[src/hw/gpfs_pkg.sv]
// package: register map, field positions and reset values of the port block
package gpfs_pkg;

  // ********************************
  // register byte offsets
  // ********************************
  localparam logic [7:0] OFF_P6_DATA  = 8'h00;
  localparam logic [7:0] OFF_P6_DIR   = 8'h04;
  localparam logic [7:0] OFF_P8_DATA  = 8'h08;
  localparam logic [7:0] OFF_P8_DIR   = 8'h0c;
  localparam logic [7:0] OFF_P9_DATA  = 8'h10;
  localparam logic [7:0] OFF_P9_DIR   = 8'h14;
  localparam logic [7:0] OFF_P9_MODE  = 8'h18;
  localparam logic [7:0] OFF_AN_MODE  = 8'h1c;
  localparam logic [7:0] OFF_CNV_MODE = 8'h20;
  localparam logic [7:0] OFF_AN_PORT  = 8'h24;

  // ********************************
  // field positions
  // ********************************
  localparam int MODE_EXT_INTERRUPT_FOUR_SELECT_BIT = 2;
  localparam int MODE_RSV3_BIT = 3;
  localparam int AN_EXT_INTERRUPT_ZERO_SELECT_BIT   = 0;
  localparam int AN_EXT_INTERRUPT_ONE_SELECT_BIT   = 1;
  localparam int AN_EXT_INTERRUPT_THREE_SELECT_BIT   = 2;

  // ********************************
  // channel codes and reset values
  // ********************************
  localparam logic [3:0] CH_AN0 = 4'h4;
  localparam logic [3:0] CH_AN1 = 4'h5;
  localparam logic [3:0] CH_AN2 = 4'h6;

  localparam logic [7:0] RST_DATA  = 8'h00;
  localparam logic [7:0] RST_DIR   = 8'h00;
  localparam logic [3:0] RST_NIB   = 4'h0;
  localparam logic [7:0] READ_ONES = 8'hff;
  localparam logic [3:0] HI_ONES   = 4'hf;

  // apb answer phases
  typedef enum logic [1:0] {
    GPFS_IDLE   = 2'b00,
    GPFS_ACCESS = 2'b01
  } gpfs_bus_t;

endpackage : gpfs_pkg

[src/hw/gpfs_mux_if.sv]
// interface: analog port function selection between top and pin mux
`timescale 1ns/100ps
`default_nettype none
interface gpfs_mux_if;
  logic [2:0] irq_sel;
  logic [3:0] chan;
  logic [2:0] pin;
  logic [2:0] an_en;
  logic [2:0] irq;
  logic [2:0] gp_rd;

  modport ctrl (output irq_sel, chan, pin, input an_en, irq, gp_rd);
  modport mux  (input irq_sel, chan, pin, output an_en, irq, gp_rd);
endinterface : gpfs_mux_if
`default_nettype wire

[src/hw/gpfs_pin_mux.sv]
// module: function selection for the three shared analog port pins
`timescale 1ns/100ps
`default_nettype none
module gpfs_pin_mux (
  gpfs_mux_if.mux m
);
  import gpfs_pkg::*;

  // ********************************
  // per pin decode
  // ********************************
  localparam logic [3:0] CODE [3] = '{CH_AN2, CH_AN1, CH_AN0};

  genvar g;
  generate
    for (g = 0; g < 3; g++) begin : g_pin
      // interrupt select wins, then channel match, else plain input
      assign m.irq[g]   = m.irq_sel[g] & m.pin[g];
      assign m.an_en[g] = ~m.irq_sel[g] &
                          (m.chan == CODE[2-g]);
      assign m.gp_rd[g] = ~m.irq_sel[g] & ~m.an_en[g] & m.pin[g];
    end
  endgenerate

endmodule : gpfs_pin_mux
`default_nettype wire

[src/hw/gpfs_top.sv]
// module: apb register file and pin logic for ports 6, 8, 9 and analog port
//
// The APB register port and the register addresses were left to the implementer.
`timescale 1ns/100ps
`default_nettype none

module gpfs_top (
  // clock and reset
  input  wire logic       clk_i,
  input  wire logic       sys_rst_i,
  // apb slave
  input  wire logic       psel_i,
  input  wire logic       penable_i,
  input  wire logic       pwrite_i,
  input  wire logic [7:0] paddr_i,
  input  wire logic [31:0] pwdata_i,
  output logic [31:0]     prdata_o,
  output logic            pready_o,
  output logic            pslverr_o,
  // port 6 pins
  input  wire logic [7:0] p6_pin_i,
  output logic [7:0]      p6_out_o,
  output logic [7:0]      p6_oe_o,
  // port 8 pins
  input  wire logic [7:0] p8_pin_i,
  output logic [7:0]      p8_out_o,
  output logic [7:0]      p8_oe_o,
  // port 9 pins
  input  wire logic [3:0] p9_pin_i,
  output logic [3:0]      p9_out_o,
  output logic [3:0]      p9_oe_o,
  // analog port pins 2 to 0
  input  wire logic [2:0] pb_pin_i,
  output logic [2:0]      an_en_o,
  // external interrupt inputs, level of the pin while selected
  output logic            ext_interrupt_zero_select_o,
  output logic            ext_interrupt_one_select_o,
  output logic            ext_interrupt_three_select_o,
  output logic            ext_interrupt_four_select_o
);
  import gpfs_pkg::*;

  // ********************************
  // storage
  // ********************************
  logic [7:0]  p6_data_reg;
  logic [7:0]  p6_dir_reg;
  logic [7:0]  p8_data_reg;
  logic [7:0]  p8_dir_reg;
  logic [3:0]  p9_data_reg;
  logic [3:0]  p9_dir_reg;
  logic [3:0]  p9_mode_reg;
  logic [2:0]  an_mode_reg;
  logic [3:0]  cnv_chan_reg;
  gpfs_bus_t   bus_reg;
  logic [31:0] rdata_next;
  logic        hit_next;
  logic        wr_en;
  logic        setup;
  logic [7:0]  p6_rd;
  logic [7:0]  p8_rd;
  logic [3:0]  p9_rd;
  logic [3:0]  p9_gpio;

  gpfs_mux_if mux_if ();

  gpfs_pin_mux u_pin_mux (
    .m (mux_if.mux)
  );

  // ********************************
  // address decode
  // ********************************
  function automatic logic is_at(input logic [7:0] a,
                                 input logic [7:0] off);
    is_at = (a == off);
  endfunction : is_at

  function automatic logic is_mapped(input logic [7:0] a);
    is_mapped = is_at(a, OFF_P6_DATA) | is_at(a, OFF_P6_DIR) |
                is_at(a, OFF_P8_DATA) | is_at(a, OFF_P8_DIR) |
                is_at(a, OFF_P9_DATA) | is_at(a, OFF_P9_DIR) |
                is_at(a, OFF_P9_MODE) | is_at(a, OFF_AN_MODE) |
                is_at(a, OFF_CNV_MODE) | is_at(a, OFF_AN_PORT);
  endfunction : is_mapped

  assign setup = psel_i & ~penable_i;
  assign wr_en = psel_i & penable_i & pready_o & pwrite_i & pslverr_o == 1'b0;

  // ********************************
  // apb handshake
  // ********************************
  always_ff @(posedge clk_i) begin
    if (sys_rst_i) begin
      bus_reg   <= GPFS_IDLE;
      pready_o  <= 1'b0;
      pslverr_o <= 1'b0;
      prdata_o  <= 32'h0000_0000;
    end else begin
      case (bus_reg)
        GPFS_IDLE: begin
          if (setup) begin
            bus_reg   <= GPFS_ACCESS;
            pready_o  <= 1'b1;
            pslverr_o <= ~hit_next;
            prdata_o  <= pwrite_i ? 32'h0000_0000 : rdata_next;
          end
        end
        GPFS_ACCESS: begin
          bus_reg   <= GPFS_IDLE;
          pready_o  <= 1'b0;
          pslverr_o <= 1'b0;
          prdata_o  <= 32'h0000_0000;
        end
        default: begin
          bus_reg  <= GPFS_IDLE;
          pready_o <= 1'b0;
        end
      endcase
    end
  end

  // ********************************
  // pin read values
  // ********************************
  genvar g;
  generate
    for (g = 0; g < 8; g++) begin : g_rd8
      // output pins read the latch, input pins the pin level
      assign p6_rd[g] = p6_dir_reg[g] ? p6_data_reg[g]
                                      : p6_pin_i[g];
      assign p8_rd[g] = p8_dir_reg[g] ? p8_data_reg[g]
                                      : p8_pin_i[g];
    end
    for (g = 0; g < 4; g++) begin : g_rd9
      assign p9_gpio[g] = (g == MODE_EXT_INTERRUPT_FOUR_SELECT_BIT) ?
                          ~p9_mode_reg[MODE_EXT_INTERRUPT_FOUR_SELECT_BIT] : 1'b1;
      assign p9_rd[g] = (p9_dir_reg[g] & p9_gpio[g]) ? p9_data_reg[g]
                                                     : p9_pin_i[g];
    end
  endgenerate

  // ********************************
  // read multiplexer
  // ********************************
  always_comb begin
    rdata_next = 32'h0000_0000;
    hit_next   = is_mapped(paddr_i);
    case (paddr_i)
      OFF_P6_DATA:  rdata_next[7:0] = p6_rd;
      OFF_P6_DIR:   rdata_next[7:0] = READ_ONES;
      OFF_P8_DATA:  rdata_next[7:0] = p8_rd;
      OFF_P8_DIR:   rdata_next[7:0] = READ_ONES;
      OFF_P9_DATA:  rdata_next[3:0] = p9_rd;
      OFF_P9_DIR:   rdata_next[7:0] = READ_ONES;
      OFF_P9_MODE:  rdata_next[7:0] = {HI_ONES, p9_mode_reg};
      OFF_AN_MODE:  rdata_next[2:0] = an_mode_reg;
      OFF_CNV_MODE: rdata_next[3:0] = cnv_chan_reg;
      OFF_AN_PORT:  rdata_next[2:0] = mux_if.gp_rd;
      default:      rdata_next = 32'h0000_0000;
    endcase
  end

  // ********************************
  // data latches
  // ********************************
  always_ff @(posedge clk_i) begin
    if (sys_rst_i) begin
      p6_data_reg <= RST_DATA;
      p8_data_reg <= RST_DATA;
      p9_data_reg <= RST_NIB;
    end else if (wr_en) begin
      if (is_at(paddr_i, OFF_P6_DATA)) begin
        p6_data_reg <= pwdata_i[7:0];
      end
      if (is_at(paddr_i, OFF_P8_DATA)) begin
        p8_data_reg <= pwdata_i[7:0];
      end
      if (is_at(paddr_i, OFF_P9_DATA)) begin
        p9_data_reg <= pwdata_i[3:0];
      end
    end
  end

  // ********************************
  // direction settings, kept inside
  // ********************************
  always_ff @(posedge clk_i) begin
    if (sys_rst_i) begin
      p6_dir_reg <= RST_DIR;
      p8_dir_reg <= RST_DIR;
      p9_dir_reg <= RST_NIB;
    end else if (wr_en) begin
      if (is_at(paddr_i, OFF_P6_DIR)) begin
        p6_dir_reg <= pwdata_i[7:0];
      end
      if (is_at(paddr_i, OFF_P8_DIR)) begin
        p8_dir_reg <= pwdata_i[7:0];
      end
      if (is_at(paddr_i, OFF_P9_DIR)) begin
        p9_dir_reg <= pwdata_i[3:0];
      end
    end
  end

  // ********************************
  // function select registers
  // ********************************
  always_ff @(posedge clk_i) begin
    if (sys_rst_i) begin
      p9_mode_reg  <= RST_NIB;
      an_mode_reg  <= 3'h0;
      cnv_chan_reg <= RST_NIB;
    end else if (wr_en) begin
      if (is_at(paddr_i, OFF_P9_MODE)) begin
        p9_mode_reg <= pwdata_i[3:0];
      end
      if (is_at(paddr_i, OFF_AN_MODE)) begin
        an_mode_reg <= pwdata_i[2:0];
      end
      if (is_at(paddr_i, OFF_CNV_MODE)) begin
        cnv_chan_reg <= pwdata_i[3:0];
      end
    end
  end

  // ********************************
  // pin mux hookup
  // ********************************
  assign mux_if.irq_sel = {an_mode_reg[AN_EXT_INTERRUPT_THREE_SELECT_BIT],
                           an_mode_reg[AN_EXT_INTERRUPT_ONE_SELECT_BIT],
                           an_mode_reg[AN_EXT_INTERRUPT_ZERO_SELECT_BIT]};
  assign mux_if.chan    = cnv_chan_reg;
  assign mux_if.pin     = pb_pin_i;

  // ********************************
  // pin drivers
  // ********************************
  always_ff @(posedge clk_i) begin
    if (sys_rst_i) begin
      p6_out_o <= RST_DATA;
      p6_oe_o  <= RST_DIR;
      p8_out_o <= RST_DATA;
      p8_oe_o  <= RST_DIR;
      p9_out_o <= RST_NIB;
      p9_oe_o  <= RST_NIB;
    end else begin
      p6_out_o <= p6_data_reg;
      p6_oe_o  <= p6_dir_reg;
      p8_out_o <= p8_data_reg;
      p8_oe_o  <= p8_dir_reg;
      p9_out_o <= p9_data_reg & p9_gpio;
      p9_oe_o  <= p9_dir_reg & p9_gpio;
    end
  end

  // ********************************
  // interrupt and analog outputs
  // ********************************
  always_ff @(posedge clk_i) begin
    if (sys_rst_i) begin
      an_en_o <= 3'h0;
      ext_interrupt_zero_select_o  <= 1'b0;
      ext_interrupt_one_select_o  <= 1'b0;
      ext_interrupt_three_select_o  <= 1'b0;
      ext_interrupt_four_select_o  <= 1'b0;
    end else begin
      an_en_o <= mux_if.an_en;
      ext_interrupt_zero_select_o  <= mux_if.irq[0];
      ext_interrupt_one_select_o  <= mux_if.irq[1];
      ext_interrupt_three_select_o  <= mux_if.irq[2];
      ext_interrupt_four_select_o  <= p9_mode_reg[MODE_EXT_INTERRUPT_FOUR_SELECT_BIT] &
                 p9_pin_i[MODE_EXT_INTERRUPT_FOUR_SELECT_BIT];
    end
  end

  // ********************************
  // checks
  // ********************************
  AST_PORT_READ_VALUE: assert property (
    @(posedge clk_i) disable iff (sys_rst_i)
    (setup && !pwrite_i && paddr_i == OFF_P6_DATA) |=>
      prdata_o[7:0] == (($past(p6_data_reg) & $past(p6_dir_reg)) |
                        ($past(p6_pin_i) & ~$past(p6_dir_reg))))
    else $error("port 6 read value wrong");

  AST_INPUT_PIN_READ: assert property (
    @(posedge clk_i) disable iff (sys_rst_i)
    (setup && !pwrite_i && paddr_i == OFF_P8_DATA && p8_dir_reg == 8'h00)
      |=> prdata_o[7:0] == $past(p8_pin_i))
    else $error("port 8 input read wrong");

  AST_DIR_DRIVES_OE: assert property (
    @(posedge clk_i) disable iff (sys_rst_i)
    ##1 p6_oe_o == $past(p6_dir_reg) && p8_oe_o == $past(p8_dir_reg))
    else $error("enable does not follow direction");

  AST_DIR_READS_ONES: assert property (
    @(posedge clk_i) disable iff (sys_rst_i)
    (setup && !pwrite_i && (paddr_i == OFF_P6_DIR ||
     paddr_i == OFF_P8_DIR || paddr_i == OFF_P9_DIR)) |=>
      prdata_o == 32'h0000_00ff && pready_o)
    else $error("direction read not all ones");

  AST_EXT_INTERRUPT_FOUR_SELECT_OWNS_PIN: assert property (
    @(posedge clk_i) disable iff (sys_rst_i)
    p9_mode_reg[MODE_EXT_INTERRUPT_FOUR_SELECT_BIT] |=> !p9_oe_o[MODE_EXT_INTERRUPT_FOUR_SELECT_BIT])
    else $error("pin 2 driven while interrupt owns it");

  AST_RESET_CLEARS: assert property (
    @(posedge clk_i)
    $fell(sys_rst_i) |-> p6_data_reg == 8'h00 && p8_dir_reg == 8'h00 &&
      p6_oe_o == 8'h00 && p8_out_o == 8'h00)
    else $error("port state not cleared by reset");

  AST_HIGH_NIBBLE_ONES: assert property (
    @(posedge clk_i) disable iff (sys_rst_i)
    (setup && !pwrite_i && paddr_i == OFF_P9_MODE) |=>
      prdata_o[7:4] == 4'hf && prdata_o[3:0] == $past(p9_mode_reg))
    else $error("port 9 mode read wrong");

  AST_EXT_INTERRUPT_FOUR_SELECT_FOLLOWS_PIN: assert property (
    @(posedge clk_i) disable iff (sys_rst_i)
    (p9_mode_reg[MODE_EXT_INTERRUPT_FOUR_SELECT_BIT] && p9_pin_i[MODE_EXT_INTERRUPT_FOUR_SELECT_BIT]) |=> ext_interrupt_four_select_o)
    else $error("interrupt four not routed");

  AST_DIR_KEPT: assert property (
    @(posedge clk_i) disable iff (sys_rst_i)
    (setup && !pwrite_i && paddr_i == OFF_P6_DIR) |=>
      ##1 p6_oe_o == $past(p6_oe_o))
    else $error("direction lost after read");

  AST_AN2_SELECT: assert property (
    @(posedge clk_i) disable iff (sys_rst_i)
    (!an_mode_reg[AN_EXT_INTERRUPT_THREE_SELECT_BIT] && cnv_chan_reg == CH_AN2) |=>
      an_en_o[2] && !ext_interrupt_three_select_o)
    else $error("pin two analog select wrong");

  AST_AN1_SELECT: assert property (
    @(posedge clk_i) disable iff (sys_rst_i)
    (!an_mode_reg[AN_EXT_INTERRUPT_ONE_SELECT_BIT] && cnv_chan_reg == CH_AN1) |=>
      an_en_o[1] && !ext_interrupt_one_select_o)
    else $error("pin one analog select wrong");

  AST_AN0_EXCL: assert property (
    @(posedge clk_i) disable iff (sys_rst_i)
    an_mode_reg[AN_EXT_INTERRUPT_ZERO_SELECT_BIT] |=>
      !an_en_o[0] && ext_interrupt_zero_select_o == $past(pb_pin_i[0]))
    else $error("pin zero function conflict");

endmodule : gpfs_top
`default_nettype wire

[config.mk]
export PLATFORM = sky130hd
export DESIGN_NAME = gpfs_top
export DESIGN_NICKNAME = d
export VERILOG_FILES = /design/src/hw/gpfs_pkg.sv /design/src/hw/gpfs_mux_if.sv /design/src/hw/gpfs_pin_mux.sv /design/src/hw/gpfs_top.sv
export SDC_FILE = /design/constraint.sdc
export NUM_CORES = 1
export LEC_CHECK = 0
export BUFFER_PORTS_ARGS = -buffer_cell sky130_fd_sc_hd__buf_4
export CORE_ASPECT_RATIO = 2
export CORE_UTILIZATION = 45
export DETAILED_ROUTE_END_ITERATION = 10
export PLACE_DENSITY = 0.8
export RECOVER_POWER = 100
export SYNTH_ARGS = -nofsm -noshare
export SYNTH_HDL_FRONTEND = slang
export SYNTH_HIERARCHICAL = 1
export SYNTH_SLANG_ARGS = --single-unit
[constraint.sdc]
create_clock -name clk_i -period 1.8 [get_ports clk_i]
set_input_delay 0.18 -clock clk_i [delete_from_list [all_inputs] [get_ports clk_i]]
set_output_delay 0.18 -clock clk_i [all_outputs]
set_load 0.05 [all_outputs]
==> impl_metrics.yaml, run 1 <==
placed_design:
  hpwl_mm: 9.64
  io_buffers: 100
  place_ws_ns: -0.0869
  gp_congestion: 0.956
setup_path:
  path_depth: 7
  crit_buf_inv: 2
  cp-start-kind: "flop"
  reg2reg_from: "cnv_chan_reg[0]"
  crit_top_cell: "buf_4"
  ff2ff_path_depth: 7
  rrSetupSlack_ns: 0.06
  cpMaxStageDelayCell: "o311a_2"
  critPathLaunch: "cnv_chan_reg[0]"
  crit_path_end: "prdata_o[0]"
  critPathCaptureType: "flop"
  reg2reg_to: "prdata_o[0]"
  worst_ep_arrival_time_ns: 1.96
  slowest_delay_ns: 0.40
  required_ns: 2.03
  critical_path_class: "reg2reg"
  cp_top_family: "compound AO/OA/AOI/OAI gates"
  path_cells: "buf_4, o311a_2, nand3_1, o22ai_1, a2111oi_2, buf_4, o21ai_0"
  path_max_fanout: 6
yosys:
  synthArstFlopShare: 0
  yosysTopAreaCellShare: 0.487
  avgSynthCellArea_um2: 9.67
  yosysWarnings: 6
  yosys.area.top_type: "dfxtp_1"
  synthTopCellsByArea: "dfxtp_1 49%, mux2i_1 14%, nor2b_1 7.1%"
  syn_area_mm2: 0.00444
  synthFlopType: "dfxtp_1"
  ys_types: 48
  synthTopCellsByCount: "108 x dfxtp_1, 63 x mux2i_1, 59 x nor2_1"
  postSynthRegisterBits: 108
  synth-edff-count: 0
  synth_most_common_cell: "dfxtp_1"
  netlist_instances: 459
  yosysSeqAreaShare: 0.487
cts:
  cts_tree: "built"
  clk_latency_ns: 0.35
  root_buffer: "clkbuf_16"
  ctsHoldBuffers: 0
  path_clk_slew_ns: 0.07
  cts_buffer_depth: 2
  cts.sinks: 108
  htree_levels: 3
  numCtsBuffers: 9
sta:
  tightest_slew_ns: 1.16
  final-hold-violation-count: 0
  whs_ns: 0.0727
  final.setup.worst_slack_ns: 0.0620
  finalCriticalPeriod_ns: 1.74
  period_share: 0.966
  relSlewSlack: 0.226
  setup_viol: 0
  finClkSkew_ns: 0.00841
  rsz0062_at_grt: "false"
  timing.fmax_mhz: 575
  finalMaxSlewViolations: 0
layout:
  syn_to_final_growth_pct: 23.6
  n_antenna_cell: 0
  fin_nets: 643
  multi_input_area_mm2: 0.00205
  n_fill_cell: 886
  drive_gt1_frac: 0.178
  seqCellArea_mm2: 0.00216
detailed_routing:
  final_antenna_net_count: 0
  wl_per_cell_um: 17.4
  wl_mm: 12.3
  drc: 0
  drt_iter0_drc: 179
  first_pass_iters: 4
  vias_per_cell: 5.12
  vias: 3632
pwr:
  p_per_area_mw_per_mm2: 884
  p_leak_nw: 2.37
  irDropWorstVdd_v: 0.000523
global_routing:
  grt_overflow_total: 0
  grt_max_degree: 65
  antenna_found_initial: 0
  track_usage: 0.247
  grt_pass1_vias: 3657
  grt_first_pass_wirelength_mm: 18.6
run_status:
  outcome: "completed"
floorplanning:
  dieWidth_um: 72.2
  pin_count: 149
  initial_utilization: 0.470
  coreArea_mm2: 0.00945
  die_h_um: 142
  rows: 50
  fp.dieArea_mm2: 0.0103
job:
  cap_viol_max_count: 0
min_path:
  min_path_type: "in2reg"
layer usage:
layer / track usage / up-vias / wire length [µm]
met5: 0 / - / 0
met4: 0.159 / 0 / 665
met3: 0.0375 / 39 / 414
met2: 0.493 / 116 / 7230
met1: 0.215 / 1734 / 4030
li1: - / 1743 / -
cells in the final DEF, fill, tap and decap left out, types with 2 or more instances in the layout:
cell type     n
conb_1       24
nand2_2       2
a22oi_1       3
nor2_1       59
o21ai_0      13
dfxtp_1     106
clkbuf_16     9
mux2_2        3
mux2i_1      62
a2111oi_1     2
a211oi_1      4
buf_4        65
clkbuf_1     64
nand3_1      10
a21oi_1      11
nor4_1        4
nand2_1      19
nor3b_1       5
nor2b_1      50
or2_2         2
o22ai_1       8
inv_6         2
clkbuf_2      2
nand2b_1      2
and2_1        4
o311a_1       2
nor3_1        3
dfxtp_2       2
inv_1         5
clkinvlp_4    2
power breakdown:
part           internal (W)  switching, W
sequential          0.00239    0.00000253
clock               0.00111      0.000937
combinational      0.000124      0.000286
total               0.00362       0.00123
worst min path at each step:
stage	startpoint	end	slack [ns]	cells after the start
2_1_floorplan	p9_pin_i[2]	ext_interrupt_four_select_o	0.30	2
3_3_place_gp	p9_pin_i[2]	ext_interrupt_four_select_o	0.43	3
3_5_place_dp	p9_pin_i[2]	ext_interrupt_four_select_o	0.43	3
4_1_cts	p9_pin_i[2]	ext_interrupt_four_select_o	0.07	3
5_1_grt	p9_pin_i[2]	ext_interrupt_four_select_o	0.10	3
6_report	p9_pin_i[2]	ext_interrupt_four_select_o	0.07	3
what timing repair did:
action	in CTS	in global routing
gates resized for setup	2	7
setup endpoints to repair	1	5
setup buffers	0	0
pin swaps	0	2
worst reg2reg max path: cells and delay by family, from the launching register on:
kind	cells	cell delay (ns)
AO/OA/AOI/OAI	4	0.89
buffers and inverters	2	0.33
flip-flops	1	0.32
AND/OR/NAND/NOR	1	0.09
layout make-up:
cell class                      count  area share
Clock buffer                        9      0.0411
Clock inverter                      7      0.0164
Inverter                            6     0.00411
Multi-Input combinational cell    317       0.374
Sequential cell                   108       0.395
Tap cell                          130      0.0297
Timing Repair Buffer              133       0.140
kinds of logic (layout without fill, tap and decap cells):
| group | count (synthesis) | count (layout) | synth area share |
|---|---|---|---|
| AND/OR/NAND/NOR | 175 | 175 | 0.213 |
| flip-flops | 108 | 108 | 0.487 |
| multiplexers | 67 | 67 | 0.152 |
| buffers and inverters | 57 | 155 | 0.0725 |
| AO/OA/AOI/OAI | 49 | 49 | 0.0702 |
| other | 1 | 24 | 0.000845 |
| XOR/XNOR | 2 | 2 | 0.00395 |
through the flow:
stage	util	power (W)	instance area (µm²)	TNS, ns	std cells
6_report	0.581	0.00485	5480	0	710
5_1_grt	0.581	0.00500	5480	0	710
4_1_cts	0.606	0.00489	5720	0	710
3_5_place_dp	0.572	0.00286	5400	-0.0869	694
3_3_place_gp	0.572	0.00285	5400	-0.0821	694
2_1_floorplan	-	0.00274	4520	0	482
No activity file was read; power rests on OpenSTA's default activity.
==> run 2, diff against run 1 <==
--- a/config.mk
+++ b/config.mk
@@ -5,7 +5,7 @@
 export SDC_FILE = /design/constraint.sdc
 export NUM_CORES = 1
 export LEC_CHECK = 0
-export BUFFER_PORTS_ARGS = -buffer_cell sky130_fd_sc_hd__buf_4
+export BUFFER_PORTS_ARGS = -buffer_cell sky130_fd_sc_hd__clkbuf_2
 export CORE_ASPECT_RATIO = 2
 export CORE_UTILIZATION = 45
 export DETAILED_ROUTE_END_ITERATION = 10
==> run 2 against run 1 <==
Compared with the run above: first-iteration DRC count fell by 3.9%; worst setup slack improved by 0.011 ns; critical path depth fell by 1; via count fell by 0.41%; sequential share of layout area rose by 0.91 points; die area did not move; wire length fell by 4.0%; combinational power fell by 9.0%; sequential power barely moved; global-route usage fell by 0.59 points; clock skew fell by 0.0022 ns.
==> impl_metrics.yaml, run 2 (synthesis gave the netlist of run 1 again) <==
run_status:
  outcome: "completed"
sta:
  tightest_slew_ns: 1.01
  finClkSkew_ns: 0.00620
  rsz0062_at_grt: "true"
  setup_viol: 0
  final.setup.worst_slack_ns: 0.0734
  timing.fmax_mhz: 579
  finalCriticalPeriod_ns: 1.73
  finalMaxSlewViolations: 0
  fin_setup_tns_ns: 0
  relSlewSlack: 0.328
  period_share: 0.959
  final-hold-violation-count: 0
min_path:
  hold_path_depth: 3
  hold_start: "p9_pin_i[2]"
  min_path_type: "in2reg"
global_routing:
  grt_overflow_total: 0
  grt_pass1_vias: 3564
  globalRouteMet2Util: 0.455
  grt_max_degree: 99
  busiest_layer: "met2"
  grtUsageMet3: 0.0361
  antenna_found_initial: 0
  grt_first_pass_wirelength_mm: 18.2
  track_usage: 0.241
  grtUsageMet1: 0.215
layout:
  drive_gt1_frac: 0.181
  fin_nets: 642
  multi_input_area_mm2: 0.00205
  seqCellArea_mm2: 0.00216
  final_cells: 709
  final_cell_mix: "108 x dfxtp_1, 63 x mux2i_1, 59 x nor2_1, 59 x clkbuf_1, 50 x nor2b_1"
  n_fill_cell: 888
  final_design_area_no_fill_mm2: 0.00535
  layout_commonest_cell: "dfxtp_1"
  n_antenna_cell: 0
  syn_to_final_growth_pct: 20.7
detailed_routing:
  final_antenna_net_count: 0
  vias_per_cell: 5.10
  first_pass_iters: 4
  wl_mm: 11.8
  drc: 0
  vias: 3617
  wl_per_cell_um: 16.7
  drt_iter0_drc: 172
floorplanning:
  coreArea_mm2: 0.00945
  dieWidth_um: 72.2
  pin_count: 149
  initial_utilization: 0.470
  rows: 50
  die_h_um: 142
  fp.dieArea_mm2: 0.0103
job:
  cap_viol_max_count: 0
placed_design:
  placed_area_mm2: 0.00514
  place_ws_ns: -0.0875
  gp_congestion: 0.926
  hpwl_mm: 9.11
  io_buffers: 100
  place_inst: 693
cts:
  clk_latency_ns: 0.35
  path_clk_slew_ns: 0.07
  cts_tree: "built"
  numCtsBuffers: 9
  root_buffer: "clkbuf_16"
  cts.sinks: 108
  htree_levels: 3
  cts_buffer_depth: 2
setup_path:
  path_cells: "and4b_1, and3_2, nand2b_1, clkbuf_2, mux2i_1, nor2_1"
  rrSetupSlack_ns: 0.07
  cp-start-kind: "flop"
  required_ns: 2.00
  cpMaxStageDelayCell: "dfxtp_1"
  worst_ep_arrival_time_ns: 1.93
  critical_path_class: "reg2reg"
  reg2reg_from: "pslverr_o"
  path_max_fanout: 8
  slowest_delay_ns: 0.35
  critPathCaptureType: "flop"
  critPathLaunch: "pslverr_o"
  ff2ff_path_depth: 6
pwr:
  p_leak_nw: 2.35
  irDropWorstVdd_v: 0.000501
  p_per_area_mw_per_mm2: 876
  design_power_total_w: 0.00469
[run 2: routing by layer]
layer,vias to the layer above,routed length [µm]
met4,0,914
met2,121,6670
li1,1737,-
met3,49,365
met5,-,0
met1,1710,3890
[run 2: per-stage QoR]
step	util	hold WS, ns
after floorplan	-	0.302
after global placement	0.544	0.431
after detailed placement	0.544	0.426
after CTS	0.576	0.0678
after global routing	0.567	0.0835
final	0.567	0.0747
[run 2: final cells by class]
type | instances | area share
Multi-Input combinational cell | 317 | 0.384
Inverter | 6 | 0.00421
Clock buffer | 11 | 0.0472
Tap cell | 130 | 0.0304
Clock inverter | 5 | 0.00771
Timing Repair Buffer | 132 | 0.123
Sequential cell | 108 | 0.404
[run 2: power by group]
group	internal, W	total (W)	leakage [nW]	switching, W
Sequential	0.00239	0.00239	0.870	0.00000302
Combinational	0.0000907	0.000373	1.34	0.000283
Clock	0.00103	0.00192	0.144	0.000893
[run 2: final timing paths]
check                                end
min reg2reg               p9_data_reg[2]
max reg2reg               p8_data_reg[4]
max                       p8_data_reg[4]
min          ext_interrupt_four_select_o
[run 2: what timing repair did]
item	in CTS	in global routing
gates cloned	0	0
hold buffers	0	0
gates resized for setup	2	4
setup buffers	0	0
pin swaps	0	2
endpoints found under the setup margin	1	6
[run 2: critical path, delay by kind of cell (launching register included)]
| kind | cells | cell delay (ns) |
|---|---|---|
| and+or+nand+nor | 4 | 0.69 |
| DFF | 1 | 0.35 |
| buffers and inverters | 1 | 0.29 |
| muxes | 1 | 0.24 |
